<file path="src/wwd_map.svh">
// Register map, field positions, reset values and timing constants of the window watchdog.
// Operation
// - Reset when activated and counter decrements from 0x40 to 0x3F.
// - Reset when activated and refresh written while counter exceeds window limit.
// - Disabled after reset; activation bit cannot be cleared by writes.
// - Counter decrements every tick whether or not activated.
// - Counter is a 7-bit read/write field in the control register.
// - Write setting activation with top bit clear causes immediate reset.
// - Early-warning interrupt raised when counter reaches 0x40 and enabled.
// - Early-warning interrupt needs both enable and activation bit set.
// - Writing zero to the early-warning flag clears the interrupt.
// - Tick is bus clock divided by 4096 then by two to select.
// - Timeout equals tick period times lower six counter bits plus one.
// - Counter writes do not restart the prescaler.
// - Debug freeze input stops the counter while processor is halted.
// - Registers accept half-word and word accesses only.
// - Time-base select codes 00..11 divide by 1, 2, 4, 8.
// - Flag sets at 0x40 even if interrupt disabled; writing one ignored.
// - Early-warning enable, once set, cannot be cleared by software.
`ifndef WWD_MAP_SVH
`define WWD_MAP_SVH
`define WWD_OFF_CTRL      12'h000
`define WWD_OFF_CFG       12'h004
`define WWD_OFF_STAT      12'h008
`define WWD_CTRL_RESET    8'h7f
`define WWD_CFG_RESET     10'h07f
`define WWD_CNT_WARN      7'h40
`define WWD_CNT_TOP       6
`define WWD_ACT_BIT       7
`define WWD_EWE_BIT       9
`define WWD_TB_LSB        7
`define WWD_PRESCALE      4096
`define WWD_PRE_W         12
`define WWD_TB_W          3
`endif

</file>
<file path="src/wwd_pkg.sv">
// Types shared by the window watchdog modules.
package wwd_pkg;
  typedef logic [6:0] wwd_cnt_t;
  typedef logic [1:0] wwd_tb_t;
  typedef enum logic [1:0] {
    WWD_RST_IDLE  = 2'b00,
    WWD_RST_PULSE = 2'b01
  } wwd_rst_state_t;
endpackage : wwd_pkg

</file>
<file path="src/wwd_sync.sv">
// Two-flop synchroniser for a level from outside the clock domain.
`timescale 1ns/1ns
`default_nettype none
`include "wwd_map.svh"
module wwd_sync
  import wwd_pkg::*;
(
  input  wire logic pclk,
  input  wire logic presetn,
  input  wire logic ce,
  input  wire logic d,
  output logic      q
);
  logic meta_q;
  always_ff @(posedge pclk or negedge presetn) begin
    if (!presetn) begin
      meta_q <= 1'b0;
      q      <= 1'b0;
    end else if (ce) begin
      meta_q <= d;
      q      <= meta_q;
    end
  end
endmodule : wwd_sync
`default_nettype wire

</file>
<file path="src/wwd_tick.sv">
// Prescaler producing the counter tick: fixed divide then power-of-two time base.
`timescale 1ns/1ns
`default_nettype none
`include "wwd_map.svh"
module wwd_tick
  import wwd_pkg::*;
#(
  parameter int PRESCALE = `WWD_PRESCALE
) (
  input  wire logic    pclk,
  input  wire logic    presetn,
  input  wire logic    ce,
  input  wire logic    run,
  input  wire wwd_tb_t tb_sel,
  output logic         tick
);
  localparam int PW = $clog2(PRESCALE);
  localparam logic [PW-1:0] PMAX = PW'(PRESCALE - 1);
  logic [PW-1:0]         pre_q;
  logic [`WWD_TB_W-1:0]  tb_q;
  logic                  pre_wrap;
  logic [`WWD_TB_W-1:0]  tb_mask;
  assign pre_wrap = (pre_q == PMAX);
  assign tb_mask  = `WWD_TB_W'((4'h1 << tb_sel) - 4'h1);
  // The prescaler is never reloaded by a counter write, so refresh timing jitters by a tick.
  always_ff @(posedge pclk or negedge presetn) begin
    if (!presetn) begin
      pre_q <= '0;
    end else if (ce && run) begin
      pre_q <= pre_wrap ? '0 : pre_q + 1'b1;
    end
  end
  always_ff @(posedge pclk or negedge presetn) begin
    if (!presetn) begin
      tb_q <= '0;
    end else if (ce && run && pre_wrap) begin
      tb_q <= ((tb_q & tb_mask) == tb_mask) ? '0 : tb_q + 1'b1;
    end
  end
  assign tick = ce && run && pre_wrap && ((tb_q & tb_mask) == tb_mask);
endmodule : wwd_tick
`default_nettype wire

</file>
<file path="src/wwd_top.sv">
// Window watchdog with APB register slave, reset request and early-warning interrupt.
//
// The implementer's own choices: the APB slave port and the register offsets.
`timescale 1ns/1ns
`default_nettype none
`include "wwd_map.svh"
module wwd_top
  import wwd_pkg::*;
#(
  parameter int PRESCALE = `WWD_PRESCALE
) (
  input  wire logic        pclk,
  input  wire logic        presetn,
  input  wire logic        ce,
  input  wire logic        psel,
  input  wire logic        penable,
  input  wire logic        pwrite,
  input  wire logic [11:0] paddr,
  input  wire logic [31:0] pwdata,
  input  wire logic [3:0]  pstrb,
  output logic      [31:0] prdata,
  output logic             pready,
  output logic             pslverr,
  input  wire logic        debug_halt,
  input  wire logic        debug_freeze_control,
  output logic             sys_reset_req,
  output logic             early_warning_irq
);
  wwd_cnt_t       cnt_q;
  logic           activation_bit_q;
  logic           early_warning_enable_q;
  wwd_tb_t        time_base_select_q;
  wwd_cnt_t       window_q;
  logic           early_warning_flag_q;
  wwd_rst_state_t rst_state_q;
  logic           halt_s;
  logic           frz_s;
  logic           tick;
  logic           access;
  logic           wr;
  logic           lo_ok;
  logic           hi_ok;
  logic           size_ok;
  logic           wr_ctrl;
  logic           wr_cfg;
  logic           wr_stat;
  logic           mapped;
  logic           late_rst;
  logic           early_rst;
  logic           soft_rst;
  logic           warn_evt;
  logic           act_next;

  wwd_sync u_sync_halt (
    .pclk    (pclk),
    .presetn (presetn),
    .ce      (ce),
    .d       (debug_halt),
    .q       (halt_s)
  );
  wwd_sync u_sync_frz (
    .pclk    (pclk),
    .presetn (presetn),
    .ce      (ce),
    .d       (debug_freeze_control),
    .q       (frz_s)
  );
  wwd_tick #(
    .PRESCALE (PRESCALE)
  ) u_tick (
    .pclk    (pclk),
    .presetn (presetn),
    .ce      (ce),
    .run     (!(halt_s && frz_s)),
    .tb_sel  (time_base_select_q),
    .tick    (tick)
  );

  // Bus decode; byte writes are refused since only half-word and word lanes are legal.
  assign access  = psel && penable && ce;
  assign wr      = access && pwrite;
  assign lo_ok   = (pstrb[1:0] == 2'b11) || (pstrb[1:0] == 2'b00);
  assign hi_ok   = (pstrb[3:2] == 2'b11) || (pstrb[3:2] == 2'b00);
  assign size_ok = !pwrite || (lo_ok && hi_ok && (pstrb != 4'h0));
  assign mapped  = (paddr == `WWD_OFF_CTRL) || (paddr == `WWD_OFF_CFG) ||
                   (paddr == `WWD_OFF_STAT);
  assign wr_ctrl = wr && size_ok && pstrb[0] && (paddr == `WWD_OFF_CTRL);
  assign wr_cfg  = wr && size_ok && (paddr == `WWD_OFF_CFG);
  assign wr_stat = wr && size_ok && pstrb[0] && (paddr == `WWD_OFF_STAT);
  assign pready  = 1'b1;
  assign pslverr = psel && penable && (!mapped || !size_ok);

  assign act_next  = activation_bit_q || (wr_ctrl && pwdata[`WWD_ACT_BIT]);
  assign late_rst  = activation_bit_q && tick && (cnt_q == `WWD_CNT_WARN);
  assign early_rst = activation_bit_q && wr_ctrl && (cnt_q > window_q);
  assign soft_rst  = wr_ctrl && act_next && !pwdata[`WWD_CNT_TOP];
  assign warn_evt  = tick && (cnt_q == `WWD_CNT_WARN + 7'h01);

  always_ff @(posedge pclk or negedge presetn) begin
    if (!presetn) begin
      cnt_q <= 7'(`WWD_CTRL_RESET);
    end else if (ce) begin
      if (wr_ctrl) begin
        cnt_q <= pwdata[6:0];
      end else if (tick) begin
        cnt_q <= cnt_q - 7'h01;
      end
    end
  end

  always_ff @(posedge pclk or negedge presetn) begin
    if (!presetn) begin
      activation_bit_q <= 1'b0;
    end else if (ce) begin
      activation_bit_q <= act_next;
    end
  end

  always_ff @(posedge pclk or negedge presetn) begin
    if (!presetn) begin
      early_warning_enable_q <= 1'b0;
      time_base_select_q     <= 2'b00;
      window_q               <= 7'h7f;
    end else if (wr_cfg) begin
      if (pstrb[1]) begin
        early_warning_enable_q <= early_warning_enable_q | pwdata[`WWD_EWE_BIT];
        time_base_select_q[1]  <= pwdata[`WWD_TB_LSB+1];
      end
      if (pstrb[0]) begin
        time_base_select_q[0] <= pwdata[`WWD_TB_LSB];
        window_q              <= pwdata[6:0];
      end
    end
  end

  // The set wins over a same-cycle clear so a warning is never lost.
  always_ff @(posedge pclk or negedge presetn) begin
    if (!presetn) begin
      early_warning_flag_q <= 1'b0;
    end else if (ce) begin
      if (warn_evt) begin
        early_warning_flag_q <= 1'b1;
      end else if (wr_stat && !pwdata[0]) begin
        early_warning_flag_q <= 1'b0;
      end
    end
  end

  assign early_warning_irq = early_warning_flag_q && early_warning_enable_q &&
                             activation_bit_q;

  always_ff @(posedge pclk or negedge presetn) begin
    if (!presetn) begin
      rst_state_q   <= WWD_RST_IDLE;
      sys_reset_req <= 1'b0;
    end else if (ce) begin
      unique case (rst_state_q)
        WWD_RST_IDLE: begin
          if (late_rst || early_rst || soft_rst) begin
            rst_state_q   <= WWD_RST_PULSE;
            sys_reset_req <= 1'b1;
          end
        end
        WWD_RST_PULSE: begin
          rst_state_q   <= WWD_RST_IDLE;
          sys_reset_req <= 1'b0;
        end
        default: begin
          rst_state_q   <= WWD_RST_IDLE;
          sys_reset_req <= 1'b0;
        end
      endcase
    end
  end

  always_ff @(posedge pclk or negedge presetn) begin
    if (!presetn) begin
      prdata <= 32'h0000_0000;
    end else if (ce && psel && !penable && !pwrite) begin
      unique case (paddr)
        `WWD_OFF_CTRL: prdata <= {24'h000000, activation_bit_q, cnt_q};
        `WWD_OFF_CFG:  prdata <= {22'h0, early_warning_enable_q, time_base_select_q,
                                  window_q};
        `WWD_OFF_STAT: prdata <= {31'h0, early_warning_flag_q};
        default:       prdata <= 32'h0000_0000;
      endcase
    end
  end

  a_late_reset: assert property (
    @(posedge pclk) disable iff (!presetn)
    (ce && activation_bit_q && tick && cnt_q == 7'h40 && rst_state_q == WWD_RST_IDLE)
      |=> sys_reset_req
  ) else $error("late reset missing");

  a_early_reset: assert property (
    @(posedge pclk) disable iff (!presetn)
    (ce && activation_bit_q && wr_ctrl && cnt_q > window_q && rst_state_q == WWD_RST_IDLE)
      |=> sys_reset_req
  ) else $error("early refresh reset missing");

  a_window_edge: assert property (
    @(posedge pclk) disable iff (!presetn)
    (ce && wr_ctrl && cnt_q == window_q && pwdata[6] && !late_rst && !tick &&
     rst_state_q == WWD_RST_IDLE) |=> !sys_reset_req
  ) else $error("limit refresh reset");

  a_act_sticky: assert property (
    @(posedge pclk) disable iff (!presetn)
    activation_bit_q |=> activation_bit_q
  ) else $error("activation cleared");

  a_ewe_sticky: assert property (
    @(posedge pclk) disable iff (!presetn)
    early_warning_enable_q |=> early_warning_enable_q
  ) else $error("enable cleared");

  a_cnt_dec: assert property (
    @(posedge pclk) disable iff (!presetn)
    (ce && tick && !wr_ctrl) |=> cnt_q == $past(cnt_q) - 7'h01
  ) else $error("no decrement");

  a_soft_reset: assert property (
    @(posedge pclk) disable iff (!presetn)
    (soft_rst && rst_state_q == WWD_RST_IDLE) |=> sys_reset_req
  ) else $error("soft reset missing");

  a_flag_set: assert property (
    @(posedge pclk) disable iff (!presetn)
    (ce && tick && !wr_ctrl && cnt_q == 7'h41) |=> early_warning_flag_q && cnt_q == 7'h40
  ) else $error("flag not set at warning");

  a_irq_gate: assert property (
    @(posedge pclk) disable iff (!presetn)
    early_warning_irq |-> (early_warning_enable_q && activation_bit_q)
  ) else $error("irq without enables");

  a_rst_pulse: assert property (
    @(posedge pclk) disable iff (!presetn)
    $rose(sys_reset_req) |=> (!ce || !sys_reset_req)
  ) else $error("reset pulse too long");

  a_flag_clear: assert property (
    @(posedge pclk) disable iff (!presetn)
    (ce && wr_stat && !pwdata[0] && !warn_evt) |=> !early_warning_flag_q
  ) else $error("flag not cleared");

  a_ready_high: assert property (
    @(posedge pclk) disable iff (!presetn)
    (psel && penable) |-> pready
  ) else $error("ready low in access");

  a_size_err: assert property (
    @(posedge pclk) disable iff (!presetn)
    (psel && penable && pwrite && !size_ok) |-> pslverr
  ) else $error("bad strobes accepted");

  a_byte_ignored: assert property (
    @(posedge pclk) disable iff (!presetn)
    (ce && psel && penable && pwrite && !size_ok) |=> window_q == $past(window_q)
  ) else $error("byte write took effect");

  a_cnt_hold: assert property (
    @(posedge pclk) disable iff (!presetn)
    (!tick && !wr_ctrl) |=> cnt_q == $past(cnt_q)
  ) else $error("counter moved without tick");

  a_cnt_write: assert property (
    @(posedge pclk) disable iff (!presetn)
    wr_ctrl |=> cnt_q == $past(pwdata[6:0])
  ) else $error("counter write lost");

  a_frozen_tick: assert property (
    @(posedge pclk) disable iff (!presetn)
    (halt_s && frz_s) |-> !tick
  ) else $error("tick while frozen");

  a_quiet_disabled: assert property (
    @(posedge pclk) disable iff (!presetn)
    (rst_state_q == WWD_RST_IDLE && !act_next) |=> !sys_reset_req
  ) else $error("reset while disabled");

  a_irq_flag: assert property (
    @(posedge pclk) disable iff (!presetn)
    early_warning_irq |-> early_warning_flag_q
  ) else $error("irq without flag");

  a_irq_raise: assert property (
    @(posedge pclk) disable iff (!presetn)
    (early_warning_flag_q && early_warning_enable_q && activation_bit_q) |-> early_warning_irq
  ) else $error("irq not raised");

  a_flag_one: assert property (
    @(posedge pclk) disable iff (!presetn)
    (ce && wr_stat && pwdata[0] && early_warning_flag_q) |=> early_warning_flag_q
  ) else $error("writing one cleared flag");

  a_flag_hold: assert property (
    @(posedge pclk) disable iff (!presetn)
    (early_warning_flag_q && !(wr_stat && !pwdata[0])) |=> early_warning_flag_q
  ) else $error("flag dropped");

  a_ewe_write: assert property (
    @(posedge pclk) disable iff (!presetn)
    (wr_cfg && pstrb[1] && pwdata[`WWD_EWE_BIT]) |=> early_warning_enable_q
  ) else $error("enable write lost");

  a_act_write: assert property (
    @(posedge pclk) disable iff (!presetn)
    (wr_ctrl && pwdata[`WWD_ACT_BIT]) |=> activation_bit_q
  ) else $error("activation write lost");

  a_tick_single: assert property (
    @(posedge pclk) disable iff (!presetn)
    tick |=> !tick
  ) else $error("tick too wide");

  a_pulse_one: assert property (
    @(posedge pclk) disable iff (!presetn)
    (sys_reset_req && ce) |=> !sys_reset_req
  ) else $error("reset pulse stretched");

  a_pulse_hold: assert property (
    @(posedge pclk) disable iff (!presetn)
    (sys_reset_req && !ce) |=> sys_reset_req
  ) else $error("reset pulse lost while frozen");

  a_state_match: assert property (
    @(posedge pclk) disable iff (!presetn)
    1'b1 |-> (sys_reset_req == (rst_state_q == WWD_RST_PULSE))
  ) else $error("reset state mismatch");

  a_cnt_wrap: assert property (
    @(posedge pclk) disable iff (!presetn)
    (tick && !wr_ctrl && cnt_q == 7'h00) |=> cnt_q == 7'h7f
  ) else $error("counter wrap wrong");

  a_warn_only: assert property (
    @(posedge pclk) disable iff (!presetn)
    $rose(early_warning_flag_q) |-> $past(cnt_q) == 7'h41
  ) else $error("flag set off warning");

  a_unmapped_read: assert property (
    @(posedge pclk) disable iff (!presetn)
    (ce && psel && !penable && !pwrite && !mapped) |=> prdata == 32'h0000_0000
  ) else $error("unmapped read not zero");

  a_ctrl_read: assert property (
    @(posedge pclk) disable iff (!presetn)
    (ce && psel && !penable && !pwrite && paddr == `WWD_OFF_CTRL)
      |=> prdata == {24'h0, $past(activation_bit_q), $past(cnt_q)}
  ) else $error("control read wrong");

  a_tb_hold: assert property (
    @(posedge pclk) disable iff (!presetn)
    !wr_cfg |=> time_base_select_q == $past(time_base_select_q)
  ) else $error("time base changed");
endmodule : wwd_top
`default_nettype wire
</file>
<file path="config.mk">
export PLATFORM = sky130hd
export DESIGN_NAME = wwd_top
export DESIGN_NICKNAME = d
export VERILOG_FILES = /design/src/wwd_pkg.sv /design/src/wwd_sync.sv /design/src/wwd_tick.sv /design/src/wwd_top.sv
export VERILOG_INCLUDE_DIRS = /design/src
export SDC_FILE = /design/constraint.sdc
export NUM_CORES = 1
export LEC_CHECK = 0
export BUFFER_PORTS_ARGS = -buffer_cell sky130_fd_sc_hd__clkbuf_2
export CAP_MARGIN = 20
export CORE_MARGIN = 3
export CORE_UTILIZATION = 52
export CTS_BUF_LIST = sky130_fd_sc_hd__clkbuf_4
export DETAILED_ROUTE_END_ITERATION = 16
export PLACE_DENSITY = 0.85
export SYNTH_ARGS = -nofsm -noshare
export SYNTH_HDL_FRONTEND = slang
export SYNTH_SLANG_ARGS = --single-unit
</file>
<file path="constraint.sdc">
create_clock -name pclk -period 2.2 [get_ports pclk]
set_input_delay 0 -clock pclk [delete_from_list [all_inputs] [get_ports pclk]]
set_output_delay 0 -clock pclk [all_outputs]
set_load 0.02 [all_outputs]
</file>
==> out/metrics.yaml, run 1 <==
sta:
  skew_ns: 0.0224
  setup_violations: 0
  finalHoldViolations: 0
  fmax_ghz: 0.486
  slew_violations: 0
  relSlewSlack_pct: 48.0
  finalCriticalPeriod_ns: 2.06
  rsz0062_at_grt: "false"
  fin_hold_ws_ns: 0.0178
  worst_pin_slew_ns: 0.780
  period_share_pct: 93.5
  fin_ws_ns: 0.143
  final.setup.tns_ns: 0
die:
  die-area_mm2: 0.00630
  die_w_um: 79.4
  initial_core_util_pct: 54.4
  pin_count: 92
  rows: 26
  core_mm2: 0.00514
  die_y_um: 79.4
logic_synthesis:
  synthFlopType: "dfrtp_1"
  synth_warnings: 0
  synth_area_leaders: "dfrtp_1, dfstp_2, buf_4"
  synth_edf_count: 0
  syn_avg_cell_area_um2: 9.78
  netlist_area_mm2: 0.00280
  synthDominantCellAreaShare_pct: 31.3
  yosysUniqueCellTypes: 44
  ys_seq_area_share_pct: 44.5
  synth_async_sr_flop_share_pct: 100
  synth_cells: 286
  yosysTopAreaCell: "dfrtp_1"
  synth-seq-cells: 49
routing:
  ant_nets: 0
  vias_per_cell: 5.18
  vias: 2208
  dr.first_iter.drc_count: 111
  routedWlPerCell_um: 13.1
  drt-pass1-iter-count: 4
  drc: 0
  wirelength_mm: 5.58
run_status:
  status: "finished, final reports clean"
final_layout:
  final_cell_mix: "clkbuf_2, dfrtp_1, nand2_1"
  area_growth_pct: 16.9
  drive_above_1_share_pct: 25.8
  fill_cells: 445
  finalNetCount: 424
  diodes: 0
  fin_cells: 426
  final_common_cell: "clkbuf_2"
  final_core_util_pct: 63.6
power:
  ir_drop_mv: 0.442
  powerDensity_mw_per_mm2: 530
  leakagePower_nw: 1.56
placed_design:
  place_ws_ns: 0.173
  place_inst: 402
  place_congestion: 0.850
  io_buffers: 46
  hpwl_mm: 4.28
global_route:
  first_global_vias: 2080
  grt_pass1_wl_mm: 9.32
  grt_overflow: 0
  antenna_found_initial: 0
  grt_start_max_net_pins: 34
  grt_usage_pct: 18.8
critical_path:
  arrival_ns: 2.36
  required_ns: 2.50
  endpoint_kind: "flip-flop"
  cp_max_fo: 7
  cp-start-kind: "flip-flop"
  path_class: "flip-flop to flip-flop"
clock_network:
  clkSlewWorstSetupHoldPaths_ns: 0.16
  cts_tree: "yes"
  clockBufferDepth: 2
  cts_buffers: 5
  cts_sinks: 49
  cts_htree_levels: 2
  cts_root_buf: "clkbuf_4"
  clock_latency_ns: 0.38
worst_hold_path:
  hp-class: "input pin to flip-flop"
flow_run:
  cap_violations: 0
## per-layer routing
metal / vias up / routed length [um] / track usage (%)
met3: 5 / 309 / 3.97
met2: 63 / 2710 / 32.3
met5: - / 0 / 0
met1: 1053 / 2500 / 24.0
met4: 0 / 57 / 4.64
li1: 1087 / - / -
## per-stage QoR
stage	instance area, um^2	power, mW
2_1_floorplan	2880	1.23
3_3_place_gp	3050	1.28
3_5_place_dp	3050	1.30
4_1_cts	3270	1.75
5_1_grt	3270	1.84
6_report	3270	1.73
## cell families (layout without fill, tap and decap cells)
family / Yosys count / in the layout / share of synthesized area [%]
AOI/OAI and AO/OA: 45 / 45 / 10.3
xor gates and xnor gates: 16 / 16 / 5.01
adders and majority gates: 13 / 13 / 5.81
buffers and inverters: 44 / 93 / 9.17
DFF: 49 / 49 / 44.5
muxes: 21 / 21 / 8.09
other: 2 / 23 / 0.268
and+or+nand+nor: 96 / 96 / 16.9
## layout make-up
cell class / count / area [um^2] / area share [%]
Clock buffer: 5 / 37.5 / 1.15
Clock inverter: 3 / 21.3 / 0.651
Inverter: 16 / 60.1 / 1.84
Multi-Input combinational cell: 214 / 1380 / 42.1
Sequential cell: 49 / 1240 / 38.0
Tap cell: 70 / 87.6 / 2.68
Timing Repair Buffer: 69 / 443 / 13.5
## registers in the layout (all words and copies together), names as in the netlist, 2 cells and up
signal / cells
u_tick.pre_q: 12
prdata: 10
cnt_q: 7
window_q: 7
u_tick.tb_q: 3
time_base_select_q: 2
## worst max-delay path: stages, from the launching register on
cell and delay [ns]:
dfrtp_1 0.42, ha_1 0.21, nand3_1 0.11, or3_4 0.36, and4bb_1 0.43, nand4b_1 0.16
xor2_1 0.17, a21oi_1 0.15
## path summary, 6_finish.rpt
| check | start | to | slack, ns | cells after the start |
|---|---|---|---|---|
| max in group asynchronous | presetn | u_tick.pre_q[0] | 1.26 | 3 |
| hold / removal | ce | rst_state_q[0] | 0.02 | 3 |
| setup / recovery | u_tick.pre_q[0] | cnt_q[5] | 0.14 | 7 |
| min in group asynchronous | presetn | prdata[8] | 0.20 | 2 |
| setup reg to reg | u_tick.pre_q[0] | cnt_q[5] | 0.14 | 7 |
| hold reg to reg | u_tick.pre_q[4] | u_tick.pre_q[4] | 0.49 | 1 |
## what timing repair did
| action | CTS | global route |
|---|---|---|
| endpoints found under the hold margin | 43 | 0 |
| hold buffers | 16 | 0 |
| setup buffers | 0 | 0 |
| gates resized for setup | 0 | 0 |
## Yosys cell counts, drive strengths merged, types with 2 or more instances
cell and n:
dfrtp 35, nand2 32, buf 25, nor2 22, o21ai 19, inv 16
dfstp 14, nand3 14, ha 13, mux2 13, xnor2 10, a21oi 8
mux2i 8, nor3 6, xor2 6, or3 4, and2 3, clkbuf 3
nand4 3, nor2b 3, nor4 3, a21o 2, a22o 2, a31oi 2
a41o 2, conb 2, o211ai 2, o41ai 2
## power breakdown
group | switching [mW] | internal (mW)
registers | 0.0621 | 0.968
clock network | 0.304 | 0.127
logic | 0.154 | 0.117
total | 0.519 | 1.21
Power figures use the tool's default switching activity.
==> inputs of run 2 (changes only) <==
--- a/config.mk
+++ b/config.mk
@@ -6,10 +6,11 @@
 export SDC_FILE = /design/constraint.sdc
 export NUM_CORES = 1
 export LEC_CHECK = 0
+export ABC_AREA = 1
 export BUFFER_PORTS_ARGS = -buffer_cell sky130_fd_sc_hd__clkbuf_2
 export CAP_MARGIN = 20
 export CORE_MARGIN = 3
-export CORE_UTILIZATION = 52
+export CORE_UTILIZATION = 53
 export CTS_BUF_LIST = sky130_fd_sc_hd__clkbuf_4
 export DETAILED_ROUTE_END_ITERATION = 16
 export PLACE_DENSITY = 0.85
==> run 2 against run 1 <==
Sequential power is essentially flat. Sequential share of layout area down 2.5 points. Clock power rose by 4%. Count of clock-buffer cells in the layout is the same. Fmax grew 0.84%. Non-clock buffer count shrank 2. Final area grew 7.0%. Clock skew is 0.0082 ns lower. First-iteration DRC count grew 70%. Highest routed layer unchanged. Combinational power grew 1%.
==> out/metrics.yaml, run 2 <==
run_status:
  status: "finished, final reports clean"
power:
  ir_drop_mv: 0.350
  leakagePower_nw: 1.92
  powerDensity_mw_per_mm2: 499
critical_path:
  rrSetupSlack_ns: 0.37
  cp_top_family: "buffers and inverters"
  required_ns: 2.53
  cp_max_fo: 8
  path_class: "input pin to flip-flop"
  worstPathCellList: "dlygate4sd3_1, clkbuf_4, nand2_1, nor2_1, nand2_1, nor2_2, nand3_1, dlygate4sd3_1, nand2_1, dlygate4sd3_1"
  cp-start-kind: "input pin"
  r2r_start: "u_tick.pre_q[0]"
  crit_start: "ce"
  arrival_ns: 2.37
  endpoint_kind: "flip-flop"
  slowest_delay_ns: 0.57
  crit_slowest_cell: "dlygate4sd3_1"
  critPathBufInv: 4
sta:
  slew_violations: 0
  skew_ns: 0.0142
  rsz0062_at_grt: "false"
  finalCriticalPeriod_ns: 2.04
  fmax_ghz: 0.490
  final.setup.tns_ns: 0
  period_share_pct: 92.7
  worst_pin_slew_ns: 0.644
  setup_violations: 0
  finalHoldViolations: 0
  relSlewSlack_pct: 57.1
logic_synthesis:
  synthDominantCellAreaShare_pct: 28.9
  ys_seq_area_share_pct: 41.0
  yosysTopAreaCell: "dfrtp_1"
  synth_cells: 392
  synth.most_common_cell: "nand2_1"
  synth_warnings: 0
  syn_avg_cell_area_um2: 7.74
  synthTopCellsByCount: "nand2_1, inv_1, dfrtp_1"
  synthFlopType: "dfrtp_1"
  synth_area_leaders: "dfrtp_1, nand2_1, dfstp_2"
  synth_async_sr_flop_share_pct: 100
  synth-seq-cells: 49
  synth_edf_count: 0
  netlist_area_mm2: 0.00303
  yosysUniqueCellTypes: 39
final_layout:
  final_common_cell: "nand2_1"
  fill_cells: 437
  final_core_util_pct: 65.6
  diodes: 0
  largest_register_ff_count: 12
  fin_cells: 529
  finalNetCount: 527
  area_growth_pct: 15.3
  final_cell_mix: "nand2_1, inv_1, clkbuf_2"
  reg.largest.list: "u_tick.pre_q x12, prdata x10"
  regMostFlops: "u_tick.pre_q"
  drive_above_1_share_pct: 20.3
die:
  pin_count: 92
  rows: 26
  core_mm2: 0.00534
  die_y_um: 81.7
  die_w_um: 81.7
  initial_core_util_pct: 56.9
  die-area_mm2: 0.00667
routing:
  routedWlPerCell_um: 12.1
  dr.first_iter.drc_count: 189
  vias: 2652
  drc: 0
  ant_nets: 0
  wirelength_mm: 6.41
  vias_per_cell: 5.01
  drt-pass1-iter-count: 4
worst_hold_path:
  min_from: "pstrb[0]"
  hp-class: "input pin to flip-flop"
clock_network:
  cts_buffers: 5
  cts_root_buf: "clkbuf_4"
  clock_latency_ns: 0.38
  clkSlewWorstSetupHoldPaths_ns: 0.16
  cts_sinks: 49
  cts_tree: "yes"
  cts_htree_levels: 2
  clockBufferDepth: 2
global_route:
  grt_start_max_net_pins: 26
  grt_overflow: 0
  first_global_vias: 2610
  grt_usage_pct: 21.3
  antenna_found_initial: 0
  grt_pass1_wl_mm: 11.0
placed_design:
  hpwl_mm: 4.68
  place_congestion: 0.832
  io_buffers: 46
  place_inst: 502
flow_run:
  cap_violations: 0
==> run 2: cell type report <==
class	count	area, um^2	share of cell area, %
clock buffers	5	37.5	1.07
flip-flops and latches	49	1240	35.6
inverters	61	229	6.55
repair buffers	67	450	12.9
well taps	70	87.6	2.50
multi-input cells	274	1430	40.7
clock inverters	3	25.0	0.715
==> run 2: worst min-delay path: cells and delay by family <==
family	cells	cell delay, ns
buf+inv	2	0.18
simple gates	3	0.17
compound gates	1	0.12
==> run 2: final timing paths <==
path / cells past startpoint / end
worst min-delay path: 6 / early_warning_flag_q
max in group asynchronous: 3 / cnt_q[6]
min in group asynchronous: 2 / early_warning_flag_q
worst max-delay path: 10 / time_base_select_q[1]
worst max register to register: 8 / cnt_q[5]
worst min register to register: 1 / u_tick.pre_q[10]
==> run 2: metal layers <==
layer	vias to the layer above	GRT usage, %	wire [um]
met5	-	0	0
met3	12	2.85	487
met2	105	37.5	3100
met1	1216	26.5	2700
li1	1319	-	-
met4	0	8.31	110
==> run 2: through the flow <==
step                total power [mW]  hold WS, ns  setup WS [ns]  cell area (um^2)
global route                    1.85        0.147       0.000254              3500
finish                          1.75        0.119          0.160              3500
detailed placement              1.29       0.0561          0.395              3240
CTS                             1.76        0.120          0.194              3490
floorplan                       1.23       -0.296          0.693              3110
global placement                1.27       0.0478          0.465              3240
==> run 2: kinds of logic (layout without fill, tap and decap cells) <==
kind of cell	Yosys count	in the layout	synth area share, %
AO/OA/AOI/OAI	56	56	10.6
XOR/XNOR	8	8	2.31
adder cells (fa/ha/maj)	13	13	5.36
buffers and inverters	90	136	14.7
flip-flops	49	49	41.0
other	2	23	0.248
AND/OR/NAND/NOR	174	174	25.8
==> run 2: timing repair <==
item / CTS / global route
buffers inserted: 0 / 0
endpoints found under the setup margin: 0 / 1
hold endpoints to repair: 45 / 0
resized for setup: 0 / 3
hold buffers: 19 / 0
==> run 2: report_power, final <==
group | switching (mW) | internal, mW
combinational | 0.161 | 0.114
clock | 0.316 | 0.133
sequential | 0.0572 | 0.964
total | 0.535 | 1.21
==> inputs of run 3 (changes only) <==
--- a/config.mk
+++ b/config.mk
@@ -10,10 +10,12 @@
 export BUFFER_PORTS_ARGS = -buffer_cell sky130_fd_sc_hd__clkbuf_2
 export CAP_MARGIN = 20
 export CORE_MARGIN = 3
-export CORE_UTILIZATION = 53
+export CORE_UTILIZATION = 45
 export CTS_BUF_LIST = sky130_fd_sc_hd__clkbuf_4
+export CTS_CLUSTER_DIAMETER = 100
 export DETAILED_ROUTE_END_ITERATION = 16
-export PLACE_DENSITY = 0.85
+export PLACE_DENSITY = 0.74
+export SETUP_SLACK_MARGIN = 0.4
 export SYNTH_ARGS = -nofsm -noshare
 export SYNTH_HDL_FRONTEND = slang
 export SYNTH_SLANG_ARGS = --single-unit
==> run 3 against run 2 <==
Critical path depth shrank 2. Combinational power decreased by 1%. Final area rose by 3.4%. Total power rose by 11%. Largest power group unchanged. Largest cell class unchanged.
==> out/metrics.yaml, run 3 (synthesized netlist as in run 2, its figures left out) <==
clock_network:
  cts_root_buf: "clkbuf_4"
  clkSlewWorstSetupHoldPaths_ns: 0.14
  clock_latency_ns: 0.36
  clockBufferDepth: 2
  cts_buffers: 5
  cts_tree: "yes"
  cts_htree_levels: 2
  cts_sinks: 49
sta:
  period_share_pct: 77.5
  fmax_ghz: 0.587
  rsz0062_at_grt: "true"
  finalCriticalPeriod_ns: 1.70
  finalHoldViolations: 0
  setup_violations: 0
  final.setup.tns_ns: 0
  skew_ns: 0.0102
  slew_violations: 0
routing:
  routedWlPerCell_um: 11.9
  vias_per_cell: 4.93
  met1_length_mm: 2.86
  top_layer_used: "met4"
  wl_met2_mm: 3.09
  drt-pass1-iter-count: 5
  drc: 0
  vias: 2663
  dr_wl_met3_um: 389
  wirelength_mm: 6.42
  ant_nets: 0
  dr.first_iter.drc_count: 192
critical_path:
  cp-start-kind: "flip-flop"
  cp_max_fo: 6
  slowest_delay_ns: 0.41
  required_ns: 2.49
  path_class: "flip-flop to flip-flop"
  arrival_ns: 2.00
  worstPathCellList: "ha_1, nand3_2, or2_4, nor2_4, nand2_4, o21ai_2, nand2_1, o21ai_0"
  crit_slowest_cell: "dfrtp_1"
  endpoint_kind: "flip-flop"
die:
  pin_count: 92
  initial_core_util_pct: 47.0
  rows: 29
  die-area_mm2: 0.00776
  die_w_um: 88.1
  core_mm2: 0.00646
  die_y_um: 88.1
final_layout:
  final_core_util_pct: 56.0
  finalNetCount: 531
  reg.largest.list: "u_tick.pre_q x12, prdata x10"
  area_growth_pct: 19.2
  final_cell_mix: "nand2_1, inv_1, clkbuf_2"
  final_common_cell: "nand2_1"
  fill_cells: 578
  largest_register_ff_count: 12
  diodes: 0
  regMostFlops: "u_tick.pre_q"
  drive_above_1_share_pct: 22.0
global_route:
  antenna_found_initial: 0
  grt_usage_pct: 18.0
  grt_pass1_wl_mm: 11.2
  grt_start_max_net_pins: 22
  grt_overflow: 0
  first_global_vias: 2594
power:
  leakagePower_nw: 1.97
  powerDensity_mw_per_mm2: 536
  ir_drop_mv: 0.345
run_status:
  status: "finished, final reports clean"
worst_hold_path:
  hp-class: "input pin to async pin"
placed_design:
  hpwl_mm: 4.70
  place_congestion: 0.818
  io_buffers: 46
flow_run:
  cap_violations: 0
==> run 3: cell types whose count changed in the layout (fill, tap and decap cells not counted), sizes merged <==
cell,before,now
inv,63,61
bufinv,0,2
buf,2,5
clkinv,0,1
o21ai,29,30
clkinvlp,1,0
==> run 3: timing repair <==
| item | CTS | global route |
|---|---|---|
| resized for setup | 1 | 7 |
| endpoints found under the setup margin | 1 | 6 |
| hold buffers | 19 | 0 |
| hold endpoints to repair | 41 | 0 |
| setup buffers | 0 | 2 |
| cloned | 0 | 1 |
| pin swaps | 0 | 7 |
==> run 3: layer usage <==
metal  track usage (%)  up-vias
met5                 0        -
met4              4.53        0
met3              3.01        8
met2              31.2       97
met1              23.4     1231
li1                  -     1327
==> run 3: worst max-delay path, delay by kind of cell (launching register included) <==
| kind | cells | cell delay [ns] |
|---|---|---|
| adders and majority gates | 1 | 0.19 |
| AOI/OAI and AO/OA | 2 | 0.39 |
| and+or+nand+nor | 5 | 0.65 |
| DFF | 1 | 0.41 |
==> run 3: final cells by class <==
cell class	instances	area (um^2)	area share, %
clock buffers	5	37.5	1.04
clock inverters	3	65.1	1.80
inverters	61	229	6.33
multi-input cells	275	1490	41.1
flip-flops and latches	49	1240	34.4
well taps	77	96.3	2.66
repair buffers	70	458	12.7
==> run 3: worst paths after layout <==
path	slack, ns	start	cells past startpoint	to
min in group pclk	0.14	pstrb[0]	6	early_warning_flag_q
setup / recovery	0.50	u_tick.pre_q[0]	8	cnt_q[3]
setup reg to reg	0.50	u_tick.pre_q[0]	8	cnt_q[3]
hold reg to reg	0.48	u_tick.pre_q[10]	1	u_tick.pre_q[10]
hold / removal	0.12	presetn	2	u_tick.pre_q[3]
max in group asynchronous	1.41	presetn	3	cnt_q[3]
==> run 3: power by group <==
| part | switching, mW | internal, mW |
|---|---|---|
| Combinational | 0.159 | 0.112 |
| Clock | 0.294 | 0.352 |
| Sequential | 0.0561 | 0.964 |
==> run 3: through the flow <==
| stage | power (mW) | setup WS, ns | cell area [um^2] | cells | hold WS, ns |
|---|---|---|---|---|---|
| after detailed placement | 1.29 | 0.393 | 3240 | 510 | -0.00395 |
| after global placement | 1.27 | 0.455 | 3240 | 510 | -0.0118 |
| after floorplan | 1.23 | 0.693 | 3110 | 413 | -0.296 |
| after global routing | 2.05 | 0.383 | 3620 | 540 | 0.145 |
| after CTS | 1.96 | 0.478 | 3540 | 537 | 0.130 |
| final | 1.94 | 0.495 | 3620 | 540 | 0.119 |
